===== config.mk =====
export PLATFORM = sky130hd
export DESIGN_NAME = adc_serial_config_register
export DESIGN_NICKNAME = d
export VERILOG_FILES = /design/src/adc_cfg_pkg.sv /design/src/adc_serial_config_register.sv /design/src/result_fifo.sv
export SDC_FILE = /design/constraint.sdc
export NUM_CORES = 1
export LEC_CHECK = 0
export ABC_AREA = 1
export BUFFER_PORTS_ARGS = -buffer_cell sky130_fd_sc_hd__buf_2
export CORE_ASPECT_RATIO = 1.2
export CORE_MARGIN = 2
export CORE_UTILIZATION = 37
export DETAILED_ROUTE_END_ITERATION = 16
export GPL_TIMING_DRIVEN = 0
export SYNTH_ARGS = -nofsm -noshare
export SYNTH_HDL_FRONTEND = slang
export SYNTH_SLANG_ARGS = --single-unit

===== constraint.sdc =====
create_clock -name clk -period 3.13 [get_ports clk]
set_clock_uncertainty 0.15 [all_clocks]
set_input_delay 0.1565 -clock clk [delete_from_list [all_inputs] [get_ports clk]]
set_output_delay 0.1565 -clock clk [all_outputs]
set_load 0.05 [all_outputs]

===== src/adc_cfg_pkg.sv =====
// shared constants and types for the serial configuration register block
package adc_cfg_pkg;
   localparam int unsigned CFG_W        = 13;
   localparam int unsigned RESULT_W     = 12;
   localparam int unsigned CHAN_W       = 4;
   localparam int unsigned FRAME_W      = CHAN_W + RESULT_W;
   localparam int unsigned FRAME_CLOCKS = 16;
   localparam int unsigned CAPTURE_EDGES = 13;
   localparam int unsigned MUX_EDGE     = 14;
   localparam int unsigned FIFO_DEPTH   = 16;
   localparam int unsigned EDGE_CNT_W   = 5;
   localparam int unsigned CLK_MHZ      = 100;
   localparam int unsigned WAKE_TIME_NS = 1000;
   localparam int unsigned WAKE_CYCLES  = (WAKE_TIME_NS * CLK_MHZ + 999) / 1000;
   localparam int unsigned WAKE_CNT_W   = 8;
   localparam int unsigned WE_BIT       = 12;
   localparam int unsigned SDO_TOP_BIT  = FRAME_W - 1;

   typedef struct packed {
      logic       write_enable;
      logic       channel_cycling_enable;
      logic [3:0] channel_select;
      logic       power_mode_hi;
      logic       power_mode_lo;
      logic       list_select;
      logic       idle_output_hold;
      logic       range_sel;
      logic       coding;
      logic       single_ended_select;
   } config_t;

   typedef struct packed {
      logic [CHAN_W-1:0]   channel;
      logic [RESULT_W-1:0] data;
   } result_t;

   // reset state: arbitrary, nothing fixes it; full power, single-ended, two's complement
   localparam config_t CONFIG_RESET = 13'h0_0061;
   localparam logic [1:0] SPAN_DIFF_FULL = 2'h0;
   localparam logic [1:0] SPAN_DIFF_HALF = 2'h1;
   localparam logic [1:0] SPAN_SE_DOUBLE = 2'h2;
   localparam logic [1:0] SPAN_SE_REF    = 2'h3;
endpackage


===== src/adc_serial_config_register.sv =====
// serial configuration register and result shifter of the converter
`timescale 1ns/10ps

// Function
// - 13-bit write-only config register, bits shifted in on serial clock falling edges.
// - a transfer spans 16 clocks; config in while result shifts out.
// - only first 13 falling edges after select falls are captured.
// - layout 12..0: write, cycling, channel[3:0], power hi/lo, list, hold, range, coding, se.
// - write bit one loads the 12 following bits; zero keeps contents.
// - channel and single-ended select take effect at end of present conversion.
// - result channel address bits are shifted out before the 12 result bits.
// - input multiplexer switches to next channel on the 14th falling edge.
// - idle hold one weakly drives top next channel bit; zero releases output.
// - coding one gives straight binary, zero gives two's complement.
// - single-ended select one uses single inputs, zero uses differential pairs.
// - range with single-ended select chooses one of four input spans.
// - cycling and list bits steer sequencer and channel list loading.
// - the two power mode bits select the operating power mode; only the upper bit is used, the lower bit has no effect.
// - both power bits one stay powered; upper zero auto-sleeps, 1 us wake.
// - list select alone sends next write to channel list; cycling keeps sequence.
// - differential pairs inputs by address, LSB sets polarity; top bit ignored. The code passes all four channel bits to mux_channel.
module adc_serial_config_register
   import adc_cfg_pkg::*;
#(
   parameter int unsigned DEPTH = FIFO_DEPTH
) (
   input  wire logic                clk,
   input  wire logic                sys_rst,
   input  wire logic                ce,
   input  wire logic                chip_select_n,
   input  wire logic                sclk,
   input  wire logic                sdi,
   output logic                     sdo,
   output logic                     sdo_oe,
   output logic                     sdo_weak,
   input  wire logic                result_valid,
   output logic                     result_ready,
   input  wire result_t             result_in,
   output config_t                  active_config,
   output logic [CHAN_W-1:0]        mux_channel,
   output logic                     mux_single_ended,
   output logic [1:0]               input_span,
   output logic [CFG_W-2:0]         channel_list,
   output logic                     list_write_pending,
   output logic                     converter_powered,
   output logic                     converter_ready
);
   typedef enum logic {ST_IDLE, ST_FRAME} frame_state_t;

   // ---------------------------------------------------------------
   // pin synchronisers
   // ---------------------------------------------------------------
   logic cs_s1, cs_s2, cs_s3;
   logic sck_s1, sck_s2, sck_s3;
   logic sdi_s1, sdi_s2;
   logic cs_fall, cs_rise, sck_fall;

   always_ff @(posedge clk or posedge sys_rst) begin
      if (sys_rst) begin
         cs_s1  <= 1'b1;
         cs_s2  <= 1'b1;
         cs_s3  <= 1'b1;
         sck_s1 <= 1'b1;
         sck_s2 <= 1'b1;
         sck_s3 <= 1'b1;
         sdi_s1 <= 1'b0;
         sdi_s2 <= 1'b0;
      end else if (ce) begin
         cs_s1  <= chip_select_n;
         cs_s2  <= cs_s1;
         cs_s3  <= cs_s2;
         sck_s1 <= sclk;
         sck_s2 <= sck_s1;
         sck_s3 <= sck_s2;
         sdi_s1 <= sdi;
         sdi_s2 <= sdi_s1;
      end
   end

   assign cs_fall  = ce && cs_s3 && !cs_s2;
   assign cs_rise  = ce && !cs_s3 && cs_s2;
   assign sck_fall = ce && !cs_s2 && sck_s3 && !sck_s2;

   // ---------------------------------------------------------------
   // frame tracking
   // ---------------------------------------------------------------
   frame_state_t           state;
   logic [EDGE_CNT_W-1:0]  edge_count;
   logic [CFG_W-2:0]       capture;
   logic [CFG_W-1:0]       next_word;
   config_t                next_cfg;
   logic                   word_done;
   logic                   mux_edge;

   assign next_word = {capture, sdi_s2};
   assign next_cfg  = config_t'(next_word);
   assign word_done = sck_fall && (edge_count == EDGE_CNT_W'(CAPTURE_EDGES - 1));
   assign mux_edge  = sck_fall && (edge_count == EDGE_CNT_W'(MUX_EDGE - 1));

   always_ff @(posedge clk or posedge sys_rst) begin
      if (sys_rst) begin
         state      <= ST_IDLE;
         edge_count <= '0;
         capture    <= '0;
      end else if (ce) begin
         case (state)
            ST_IDLE: begin
               if (cs_fall) begin
                  state      <= ST_FRAME;
                  edge_count <= '0;
               end
            end
            ST_FRAME: begin
               if (cs_rise) begin
                  // a short frame never reaches word_done, so nothing commits
                  state <= ST_IDLE;
               end else if (sck_fall) begin
                  if (edge_count != EDGE_CNT_W'(FRAME_CLOCKS)) begin
                     edge_count <= edge_count + 1'b1;
                  end
                  if (edge_count < EDGE_CNT_W'(CAPTURE_EDGES - 1)) begin
                     capture <= next_word[CFG_W-2:0];
                  end
               end
            end
            default: state <= ST_IDLE;
         endcase
      end
   end

   // ---------------------------------------------------------------
   // configuration and channel list
   // ---------------------------------------------------------------
   config_t pending;
   logic    pending_new;

   always_ff @(posedge clk or posedge sys_rst) begin
      if (sys_rst) begin
         pending            <= CONFIG_RESET;
         pending_new        <= 1'b0;
         channel_list       <= '0;
         list_write_pending <= 1'b0;
      end else if (ce) begin
         if (cs_rise) begin
            pending_new <= 1'b0;
         end
         if (word_done && next_word[WE_BIT]) begin
            if (list_write_pending) begin
               channel_list       <= next_word[CFG_W-2:0];
               list_write_pending <= 1'b0;
            end else begin
               pending            <= config_t'(next_word);
               pending_new        <= 1'b1;
               // list select without cycling redirects the following write
               list_write_pending <= next_cfg.list_select
                                     && !next_cfg.channel_cycling_enable;
            end
         end
      end
   end

   // settings become active at the end of the transfer in which they arrived
   always_ff @(posedge clk or posedge sys_rst) begin
      if (sys_rst) begin
         active_config <= CONFIG_RESET;
         input_span    <= {CONFIG_RESET.single_ended_select, CONFIG_RESET.range_sel};
      end else if (ce && cs_rise && pending_new) begin
         active_config <= pending;
         input_span    <= {pending.single_ended_select, pending.range_sel};
      end
   end

   // only the channel path moves early, so the input settles before sampling
   always_ff @(posedge clk or posedge sys_rst) begin
      if (sys_rst) begin
         mux_channel      <= CONFIG_RESET.channel_select;
         mux_single_ended <= CONFIG_RESET.single_ended_select;
      end else if (ce && mux_edge) begin
         mux_channel      <= pending.channel_select;
         mux_single_ended <= pending.single_ended_select;
      end
   end

   // ---------------------------------------------------------------
   // result path
   // ---------------------------------------------------------------
   logic              fifo_valid;
   logic [FRAME_W-1:0] fifo_data;
   logic [FRAME_W-1:0] shift_out;
   result_t            head;

   result_fifo #(
      .WIDTH (FRAME_W),
      .DEPTH (DEPTH)
   ) u_fifo (
      .clk       (clk),
      .sys_rst   (sys_rst),
      .ce        (ce),
      .in_valid  (result_valid),
      .in_ready  (result_ready),
      .in_data   (result_in),
      .out_valid (fifo_valid),
      .out_ready (cs_fall),
      .out_data  (fifo_data)
   );

   assign head = result_t'(fifo_data);

   always_ff @(posedge clk or posedge sys_rst) begin
      if (sys_rst) begin
         shift_out <= '0;
         sdo       <= 1'b0;
         sdo_oe    <= 1'b0;
         sdo_weak  <= 1'b0;
      end else if (ce) begin
         if (cs_fall) begin
            // an empty fifo shifts out zeros rather than stale data
            shift_out <= fifo_valid
               ? {head.channel, head.data ^ {active_config.coding == 1'b0,
                                            {(RESULT_W-1){1'b0}}}}
               : '0;
            sdo       <= fifo_valid ? head.channel[CHAN_W-1] : 1'b0;
            sdo_oe    <= 1'b1;
            sdo_weak  <= 1'b0;
         end else if (sck_fall && edge_count < EDGE_CNT_W'(FRAME_CLOCKS - 1)) begin
            shift_out <= {shift_out[FRAME_W-2:0], 1'b0};
            sdo       <= shift_out[SDO_TOP_BIT-1];
         end else if (cs_rise) begin
            sdo_oe   <= pending.idle_output_hold;
            sdo_weak <= pending.idle_output_hold;
            sdo      <= pending.idle_output_hold & pending.channel_select[CHAN_W-1];
         end
      end
   end

   // ---------------------------------------------------------------
   // power management
   // ---------------------------------------------------------------
   logic [WAKE_CNT_W-1:0] wake_count;

   always_ff @(posedge clk or posedge sys_rst) begin
      if (sys_rst) begin
         converter_powered <= 1'b1;
         converter_ready   <= 1'b1;
         wake_count        <= '0;
      end else if (ce) begin
         if (cs_rise && !pending.power_mode_hi) begin
            converter_powered <= 1'b0;
            converter_ready   <= 1'b0;
         end else if (!converter_powered && cs_fall) begin
            converter_powered <= 1'b1;
            wake_count        <= WAKE_CNT_W'(WAKE_CYCLES);
         end else if (converter_powered && !converter_ready) begin
            if (wake_count <= WAKE_CNT_W'(1)) begin
               converter_ready <= 1'b1;
            end
            wake_count <= wake_count - 1'b1;
         end
      end
   end
endmodule


===== src/result_fifo.sv =====
// flip-flop fifo holding finished conversion results until they are shifted out
`timescale 1ns/10ps
module result_fifo
   import adc_cfg_pkg::*;
#(
   parameter int unsigned WIDTH = FRAME_W,
   parameter int unsigned DEPTH = FIFO_DEPTH
) (
   input  wire logic             clk,
   input  wire logic             sys_rst,
   input  wire logic             ce,
   input  wire logic             in_valid,
   output logic                  in_ready,
   input  wire logic [WIDTH-1:0] in_data,
   output logic                  out_valid,
   input  wire logic             out_ready,
   output logic [WIDTH-1:0]      out_data
);
   localparam int unsigned AW = $clog2(DEPTH);
   logic [WIDTH-1:0] mem [DEPTH];
   logic [AW-1:0]    wr_ptr;
   logic [AW-1:0]    rd_ptr;
   logic [AW:0]      count;
   logic             push;
   logic             pop;
   logic [AW:0]      next_count;

   assign push = in_valid && in_ready;
   assign pop  = out_valid && out_ready;
   assign out_valid = (count != '0);
   assign out_data  = mem[rd_ptr];

   always_comb begin
      next_count = count;
      if (push && !pop) begin
         next_count = count + 1'b1;
      end else if (pop && !push) begin
         next_count = count - 1'b1;
      end
   end

   always_ff @(posedge clk or posedge sys_rst) begin
      if (sys_rst) begin
         count    <= '0;
         in_ready <= 1'b1;
         wr_ptr   <= '0;
         rd_ptr   <= '0;
      end else if (ce) begin
         count    <= next_count;
         // registered ready: full is known one cycle ahead from next_count
         in_ready <= (next_count != (AW+1)'(DEPTH));
         if (push) begin
            wr_ptr <= (wr_ptr == AW'(DEPTH-1)) ? '0 : wr_ptr + 1'b1;
         end
         if (pop) begin
            rd_ptr <= (rd_ptr == AW'(DEPTH-1)) ? '0 : rd_ptr + 1'b1;
         end
      end
   end

   always_ff @(posedge clk) begin
      if (ce && push) begin
         mem[wr_ptr] <= in_data;
      end
   end
endmodule


==> results of run 1 <==
## state kept, by name (all words and copies together), names as in the netlist, 5 cells and up
| register | count |
|---|---|
| u_fifo.mem | 256 |
| shift_out | 15 |
| pending | 13 |
| active_config | 12 |
| capture | 12 |
| channel_list | 12 |
| wake_count | 8 |
| edge_count | 5 |
| u_fifo.count | 5 |
## cell type report
cell class                 instances  area (um2)
fill                            3801       22600
sequential                       369       10500
multi-input combinational        841        4040
clock buffer                      59        1150
timing repair buffer             101         790
tap                              539         674
inverter                         103         390
buffer                            65         313
clock inverter                    12         141
## routing by layer
layer / part of all wire, % / GRT usage (%)
met5: 0 / 0
met2: 50 / 31.6
met1: 42 / 22.1
met3: 5.4 / 2.58
met4: 2.7 / 6.28
## path summary, 6_finish.rpt
path | start | cells after the start | end
setup / recovery | ce | 6 | u_fifo.mem[0][4]
hold / removal | result_valid | 5 | u_fifo.wr_ptr[1]
setup reg to reg | u_fifo.in_ready | 4 | u_fifo.mem[0][4]
hold reg to reg | pending[12] | 2 | pending[12]
max in group asynchronous | sys_rst | 7 | converter_ready
min in group asynchronous | sys_rst | 4 | u_fifo.wr_ptr[2]
## cells in the mapped netlist, types with 3 or more instances
library cell | n | area, um2
a21oi_1 | 23 | 115
buf_2 | 22 | 110
buf_4 | 6 | 45.0
clkbuf_1 | 31 | 116
clkbuf_2 | 3 | 15.0
clkinv_1 | 3 | 11.3
dfrtp_1 | 97 | 2430
dfstp_2 | 16 | 420
edfxtp_1 | 256 | 7690
ha_1 | 12 | 150
inv_1 | 92 | 345
inv_2 | 8 | 30.0
nand2_1 | 234 | 878
nand2_2 | 3 | 18.8
nand3_1 | 49 | 245
nand3_2 | 3 | 30.0
nand4_1 | 4 | 25.0
nor2_1 | 209 | 785
nor3_1 | 4 | 20.0
o211ai_1 | 31 | 233
o21ai_0 | 208 | 1040
o21ai_1 | 5 | 25.0
o22ai_1 | 31 | 194
o31ai_1 | 3 | 22.5
xor2_1 | 6 | 52.6
## logic make-up after synthesis
kind of cell             after synthesis
buffers and inverters                168
adder cells (fa/ha/maj)               12
AND/OR/NAND/NOR                      515
AO/OA/AOI/OAI                        307
XOR/XNOR                               7
flip-flops                           369
## repair_timing
action | CTS | global route
hold buffers | 24 | 0
endpoints found under the hold margin | 341 | 0
resized for setup | 0 | 0
## worst reg2reg max path, cell delays in order, from the launching register on
cell	delay (ns)
dfstp_2	0.54
nand2_1	0.17
nor2_4	0.30
nand2_1	0.22
nor2_2	0.78
## power by group
group / leakage [nW] / internal [mW] / switching (mW)
sequential: 3.68 / 5.67 / 0.248
clock: 0.637 / 2.80 / 1.87
combinational: 2.61 / 1.25 / 2.88
## stage by stage
stage               util (%)  hold WS, ns
floorplan                  -        0.103
global placement        39.9        0.211
detailed placement      40.6      -0.0629
CTS                     44.4       0.0617
global route            44.4        0.126
finish                  44.4       0.0929
==> impl_metrics.yaml, run 1 <==
logic_synthesis:
  synth_fa_ha_area_share_pct: 0.986
  ys_async_sr_fraction_pct: 30.6
  synth_cell_types: 42
  synth_simple_gate_area_share_pct: 13.8
  syn-num-nets: 1413
  synth_cells: 1378
  synth_edf_count: 256
  synth_xor_area_share_pct: 0.403
  yosysSeqAreaShare_pct: 69.2
  synth_top_family_by_area: "simple AND/OR/NAND/NOR gates"
  synthFlopType: "edfxtp_1"
  synthMuxAreaShare_pct: 0
  yosys_warnings: 0
  synth.avg_cell_area_um2: 11.1
  synth-seq-cells: 369
  synth_compound_gate_area_share_pct: 11.1
  synth.cell_area_um2: 15200
timing:
  hold_viol_final: 0
  tns_ns: 0
  post-route-period-util_pct: 83.1
  period_minus_slack_ns: 2.60
  slew_violations: 0
  rsz0062_at_grt: "false"
  fmax_mhz: 384
  finalSetupViolCount: 0
  relSlewSlack_pct: 35.3
  fin_ws_ns: 0.529
  worst_pin_slew_ns: 0.970
pwr:
  power_density_nw_per_um2: 816
  totalPowerFinal_mw: 14.7
  vdd_ir_drop_max_uv: 534
  p_leak_nw: 6.93
placed_design:
  routabilityCongestion: 0.812
  postPlaceCellArea_um2: 16500
  io_buffers: 61
  hpwl_mm: 25.3
  dp_cells: 1994
  dp_slack_ns: 0.167
cells_and_area:
  fin_nets: 1556
  area_growth_pct: 18.4
  drive_above_1_share_pct: 14.3
  antenna_cells: 0
  final_cell_mix: "edfxtp_1 (256), nand2_1 (234), o21ai_0 (208)"
  fin_cells: 2089
  layout_commonest_cell: "edfxtp_1"
  fin_area_um2: 18000
global_route:
  grt_max_degree: 42
  grt_pass1_vias: 10500
  grt_remaining_overflow: 0
  antenna_found_initial: 0
  grt_usage_pct: 17.8
  grt_pass1_wl_mm: 58.3
critical_path:
  crit_family: "simple AND/OR/NAND/NOR gates"
  critPathMaxStageDelay_ns: 0.78
  required_ns: 3.14
  worstPathArrival_ns: 2.61
  crit_type: "input port to flop"
  r2r_slack_ns: 0.58
  crit_buf_inv: 3
  cp_slowest_cell: "nor2_2"
  cp_cell_sequence: "dlygate4sd3_1 > buf_2 > clkinv_1 > nor2_4 > nand2_1 > nor2_2"
  path_max_fanout: 16
  cp-start-kind: "input port"
  worst_setup_path_end_kind: "flop"
detailed_routing:
  dr.pass1.iters: 5
  totalWireLength_mm: 37.3
  ant_nets: 0
  vias_per_cell: 5.02
  drcViolationCount: 0
  via_count: 10500
  drt_iter0_drc: 789
  routedWlPerCell_um: 17.9
clock_tree:
  clk_path_buf_depth: 3
  post_cts.repair.setup_buffers: 0
  h-tree-depth: 2
  clk_latency_ns: 0.55
  cts_buffers: 40
  cts_tree: "done"
  clock-sinks: 369
  root_buffer: "clkbuf_16"
  cts.clk_slew.worst_paths_ns: 0.06
floorplan:
  fp.dieArea_um2: 42800
  die_y_um: 226
  pin_count: 62
  core_area_um2: 40600
  start_util_pct: 37.5
  row_count: 81
  die_x_um: 189
run:
  maxCapViolCount: 0
run_status:
  status: "complete, no violations"
worst_hold_path:
  hold_class: "input port to flop"
Power figures use the tool's default switching activity.
==> run 2: changes to the inputs <==
==> constraint.sdc (replaced) <==
create_clock -name clk -period 2.55 [get_ports clk]
set_clock_uncertainty 0.15 [all_clocks]
set_input_delay 0.1275 -clock clk [delete_from_list [all_inputs] [get_ports clk]]
set_output_delay 0.1275 -clock clk [all_outputs]
set_load 0.05 [all_outputs]
==> impl_metrics.yaml, run 2 (same netlist as run 1, synthesis figures left out) <==
cells_and_area:
  registers.top_by_ff_count: "u_fifo.mem"
  drive_above_1_share_pct: 14.5
  reg_top3: "u_fifo.mem (256), shift_out (15), pending (13)"
  final_cell_mix: "edfxtp_1 (256), nand2_1 (234), o21ai_0 (208)"
  fin_nets: 1559
  layout_commonest_cell: "edfxtp_1"
  antenna_cells: 0
  fin_cells: 2093
  fin_area_um2: 18100
  area_growth_pct: 18.9
  largest_register_ffs: 256
pwr:
  totalPowerFinal_mw: 18.1
  p_leak_nw: 6.95
  vdd_ir_drop_max_uv: 506
  power_density_nw_per_um2: 999
clock_tree:
  clk_path_buf_depth: 3
  cts.clk_slew.worst_paths_ns: 0.05
  cts_buffers: 40
  cts_tree: "done"
  clk_latency_ns: 0.54
  h-tree-depth: 2
  clock-sinks: 369
  root_buffer: "clkbuf_16"
detailed_routing:
  drt_iter0_drc: 818
  via_count: 10600
  totalWireLength_mm: 38.1
  ant_nets: 0
  vias_per_cell: 5.06
  drcViolationCount: 0
  dr.pass1.iters: 6
  routedWlPerCell_um: 18.2
floorplan:
  fp.dieArea_um2: 42800
  die_y_um: 226
  pin_count: 62
  row_count: 81
  die_x_um: 189
  core_area_um2: 40600
  start_util_pct: 37.5
timing:
  slew_violations: 0
  fin_ws_ns: 0.191
  worst_pin_slew_ns: 0.707
  fmax_mhz: 424
  period_minus_slack_ns: 2.36
  hold_ws_ns: 0.0447
  finalSetupViolCount: 0
  hold_viol_final: 0
  relSlewSlack_pct: 52.7
  rsz0062_at_grt: "false"
  post-route-period-util_pct: 92.5
run:
  maxCapViolCount: 0
critical_path:
  r2r_slack_ns: 0.25
  worstReg2RegStart: "u_fifo.in_ready"
  cp_common_cell: "nor2_4"
  worstReg2RegEnd: "u_fifo.mem[0][7]"
  endpoint: "u_fifo.mem[0][7]"
  critPathMaxStageDelay_ns: 0.53
  cp_slowest_cell: "nor2_4"
  worst_setup_path_end_kind: "flop"
  cp_cell_sequence: "dlygate4sd3_1 > buf_2 > clkinv_1 > nor2_4 > nand2_1 > nor2_4"
  cp-start-kind: "input port"
  r2r_cells: 4
  crit_cells: 6
  crit_family: "simple AND/OR/NAND/NOR gates"
  crit_buf_inv: 3
  required_ns: 2.56
  path_max_fanout: 16
  startpoint: "ce"
  worstPathArrival_ns: 2.37
  crit_type: "input port to flop"
global_route:
  grt_max_degree: 41
  grt_usage_pct: 17.8
  grt_pass1_wl_mm: 58.3
  grt_pass1_vias: 10600
  grt_remaining_overflow: 0
  antenna_found_initial: 0
placed_design:
  io_buffers: 61
  dp_slack_ns: -0.171
  postPlaceCellArea_um2: 16500
  hpwl_mm: 25.5
  dp_cells: 1995
  routabilityCongestion: 0.809
run_status:
  status: "complete, no violations"
worst_hold_path:
  hold_class: "input port to flop"
-- run 2: cell count changes in the layout (fill, tap and decap cells not counted), sizes merged --
cell / before / now
buf: 108 / 110
bufinv: 3 / 2
clkbuf: 93 / 95
clkinv: 9 / 10
clkinvlp: 1 / 2
dlygate4sd3: 24 / 25
inv: 102 / 100
-- run 2: worst min path at each step --
stage	start	to	slack, ns	depth (start not counted)
after floorplan	chip_select_n	cs_s1	0.07	2
after global placement	sclk	sck_s1	0.18	3
after detailed placement	sys_rst	active_config[8]	0.0003	2
after CTS	result_valid	u_fifo.count[4]	0.02	5
after global routing	result_valid	u_fifo.count[4]	0.10	5
final	result_valid	u_fifo.count[4]	0.04	5
-- run 2: final cells by class --
cell class                 instances  area (um2)
buffer                            65         314
clock inverter                    11         110
timing repair buffer             104         853
inverter                         103         390
tap                              539         674
clock buffer                      61        1170
fill                            3735       22500
sequential                       369       10500
multi-input combinational        841        4060
-- run 2: timing repair --
item / 4_1_cts / 5_1_grt
pin swaps: 1 / 0
endpoints found under the setup margin: 32 / 12
buffers inserted: 1 / 0
hold endpoints to repair: 312 / 0
hold buffers: 25 / 0
resized for setup: 1 / 3
-- run 2: tightest hold or removal path, delay by kind of cell --
family / cells / cell delay [ns]
AO/OA/AOI/OAI: 2 / 0.17
buffers and inverters: 1 / 0.07
AND/OR/NAND/NOR: 2 / 0.29
-- run 2: power breakdown --
group / leakage, nW / switching, mW / internal, mW
Clock: 0.628 / 2.32 / 3.37
Sequential: 3.68 / 0.313 / 6.95
Combinational: 2.64 / 3.58 / 1.56
Total: 6.95 / 6.21 / 11.9
-- run 2: through the flow --
step	setup TNS, ns	utilization (%)
after floorplan	0	-
after global placement	-139.05	39.9
after detailed placement	-4.58	40.7
after CTS	0	44.5
after global routing	0	44.5
final	0	44.5
-- run 2: metal layers --
metal | vias to the layer above | GRT usage (%) | wire length, um
li1 | 5038 | - | -
met4 | 0 | 7.18 | 1350
met3 | 90 | 2.79 | 2280
met2 | 350 | 31.8 | 18800
met1 | 5119 | 21.5 | 15600
met5 | - | 0 | 0
==> run 3: changes to the inputs <==
--- a/config.mk
+++ b/config.mk
@@ -8,10 +8,11 @@
 export ABC_AREA = 1
 export BUFFER_PORTS_ARGS = -buffer_cell sky130_fd_sc_hd__buf_2
 export CORE_ASPECT_RATIO = 1.2
-export CORE_MARGIN = 2
 export CORE_UTILIZATION = 37
+export CTS_CLUSTER_DIAMETER = 40
 export DETAILED_ROUTE_END_ITERATION = 16
 export GPL_TIMING_DRIVEN = 0
 export SYNTH_ARGS = -nofsm -noshare
 export SYNTH_HDL_FRONTEND = slang
+export SYNTH_HIERARCHICAL = 1
 export SYNTH_SLANG_ARGS = --single-unit
==> impl_metrics.yaml, run 3 <==
critical_path:
  worstPathArrival_ns: 2.66
  required_ns: 2.69
  path_max_fanout: 9
  cp_slowest_cell: "nor2_2"
  critPathMaxStageDelay_ns: 0.58
  worst_setup_path_end_kind: "flop"
  crit_type: "flop to flop"
  cp-start-kind: "flop"
  cp_cell_sequence: "nand2_1 > nor2_2 > nand2_1 > nor2_2 > buf_8"
clock_tree:
  cts_buffers: 56
  root_buffer: "clkbuf_16"
  cts_tree: "done"
  clk_latency_ns: 0.59
  cts.clk_slew.worst_paths_ns: 0.05
  h-tree-depth: 2
  clk_path_buf_depth: 3
  clock-sinks: 369
logic_synthesis:
  yosysSeqAreaShare_pct: 67.2
  synth.avg_cell_area_um2: 11.9
  synth_top_cell_by_area: "edfxtp_1"
  synth_edf_count: 256
  synth-seq-cells: 369
  ys_async_sr_fraction_pct: 30.6
  syn-num-nets: 1354
  synth_area_leaders: "edfxtp_1 (49%), dfrtp_1 (15%), o21ai_0 (4.9%)"
  synth.cell_area_um2: 15700
  synth_cell_types: 39
  yosys_warnings: 6
  synthTopCellsByCount: "edfxtp_1 (256), nand2_1 (176), inv_1 (153)"
  yosysMostFrequentCell: "edfxtp_1"
  synthFlopType: "edfxtp_1"
  synth_top_area_share_pct: 49.0
  synth_cells: 1319
global_route:
  grt_remaining_overflow: 0
  grt_pass1_vias: 10600
  antenna_found_initial: 0
  grt_max_degree: 43
  grt_pass1_wl_mm: 61.3
  grt_usage_pct: 18.9
floorplan:
  pin_count: 62
  die_y_um: 227
  fp.dieArea_um2: 43200
  die_x_um: 190
  row_count: 82
  core_area_um2: 41800
  start_util_pct: 37.5
detailed_routing:
  ant_nets: 0
  drcViolationCount: 0
  via_count: 10600
  dr.pass1.iters: 5
  vias_per_cell: 5.09
  routedWlPerCell_um: 19.3
  drt_iter0_drc: 806
  totalWireLength_mm: 40.2
run_status:
  status: "complete, no violations"
worst_hold_path:
  hold_class: "input port to asynchronous set/reset pin"
timing:
  finalSetupViolCount: 0
  fmax_mhz: 396
  post-route-period-util_pct: 99.0
  slew_violations: 0
  relSlewSlack_pct: 45.5
  fin_ws_ns: 0.0258
  hold_ws_ns: 0.0690
  tns_ns: 0
  worst_pin_slew_ns: 0.818
  period_minus_slack_ns: 2.52
  hold_viol_final: 0
  rsz0062_at_grt: "true"
cells_and_area:
  layout_commonest_cell: "edfxtp_1"
  fin_nets: 1525
  final_cell_mix: "edfxtp_1 (256), nand2_1 (176), inv_1 (152), o21ai_0 (152), dfrtp_1 (97)"
  reg_top3: "u_fifo/mem (256), shift_out (15), pending (13)"
  largest_register_ffs: 256
  drive_above_1_share_pct: 19.4
  area_growth_pct: 22.8
  registers.top_by_ff_count: "u_fifo/mem"
  antenna_cells: 0
run:
  maxCapViolCount: 0
pwr:
  vdd_ir_drop_max_uv: 654
  p_leak_nw: 7.59
  power_density_nw_per_um2: 1060
  totalPowerFinal_mw: 20.5
placed_design:
  routabilityCongestion: 0.816
  dp_slack_ns: -0.295
  io_buffers: 60
  hpwl_mm: 26.9
## run 3: critical path: cells and delay by family (launching register included)
kind | cells | cell delay (ns)
and+or+nand+nor | 4 | 1.31
buffers and inverters | 1 | 0.24
DFF | 1 | 0.53
## run 3: area by class of cell
class	instances	area, um2
Sequential cell	369	10500
Tap cell	546	683
Timing Repair Buffer	113	968
Multi-Input combinational cell	724	4230
Clock buffer	62	1440
Buffer	70	413
Clock inverter	40	394
Fill cell	3733	22500
Inverter	156	589
## run 3: cell families after synthesis
logic type                 Yosys count  share of synthesized area (%)
xor gates and xnor gates             7                          0.391
and+or+nand+nor                    305                           8.76
AOI/OAI and AO/OA                  330                           11.9
adders and majority gates           12                          0.958
buffers and inverters              226                           6.30
DFF                                369                           67.2
muxes                               70                           4.52
## run 3: layer usage
layer  track usage (%)  vias up  part of all wire [%]
met5                 0        -                     0
met4              8.61        0                   2.9
met3              2.91       78                   6.1
met2              33.4      339                    51
met1              22.6     5179                    40
li1                  -     4983                     -
## run 3: per-stage QoR
step,utilization [%],cells,instance area [um2]
2_1_floorplan,-,1319,15700
3_3_place_gp,39.9,1925,16700
3_5_place_dp,40.7,1942,17000
4_1_cts,45.8,2072,19100
5_1_grt,46.1,2080,19300
6_report,46.1,2080,19300
## run 3: where the power goes
part | total, mW | switching (mW) | internal [mW]
Clock | 7.39 | 2.91 | 4.48
Combinational | 5.74 | 3.89 | 1.85
Sequential | 7.36 | 0.340 | 7.02
Total | 20.5 | 7.14 | 13.3
## run 3: what timing repair did
item,4_1_cts,5_1_grt
endpoints found under the hold margin,370,0
hold buffers,28,0
setup endpoints to repair,42,124
buffers inserted,0,8
resized for setup,6,16
pin swaps,0,4
## run 3: path summary, 6_finish.rpt
| check | from | end | slack, ns | depth (start not counted) |
|---|---|---|---|---|
| setup / recovery | u_fifo/in_ready | u_fifo/mem[5][15] | 0.03 | 5 |
| hold / removal | sys_rst | wake_count[3] | 0.07 | 3 |
| setup reg to reg | u_fifo/in_ready | u_fifo/mem[5][15] | 0.03 | 5 |
| hold reg to reg | pending[12] | pending[12] | 0.29 | 2 |
| max in group asynchronous | sys_rst | pending[6] | 1.26 | 5 |
| min in group clk | pending[12] | pending[12] | 0.29 | 2 |
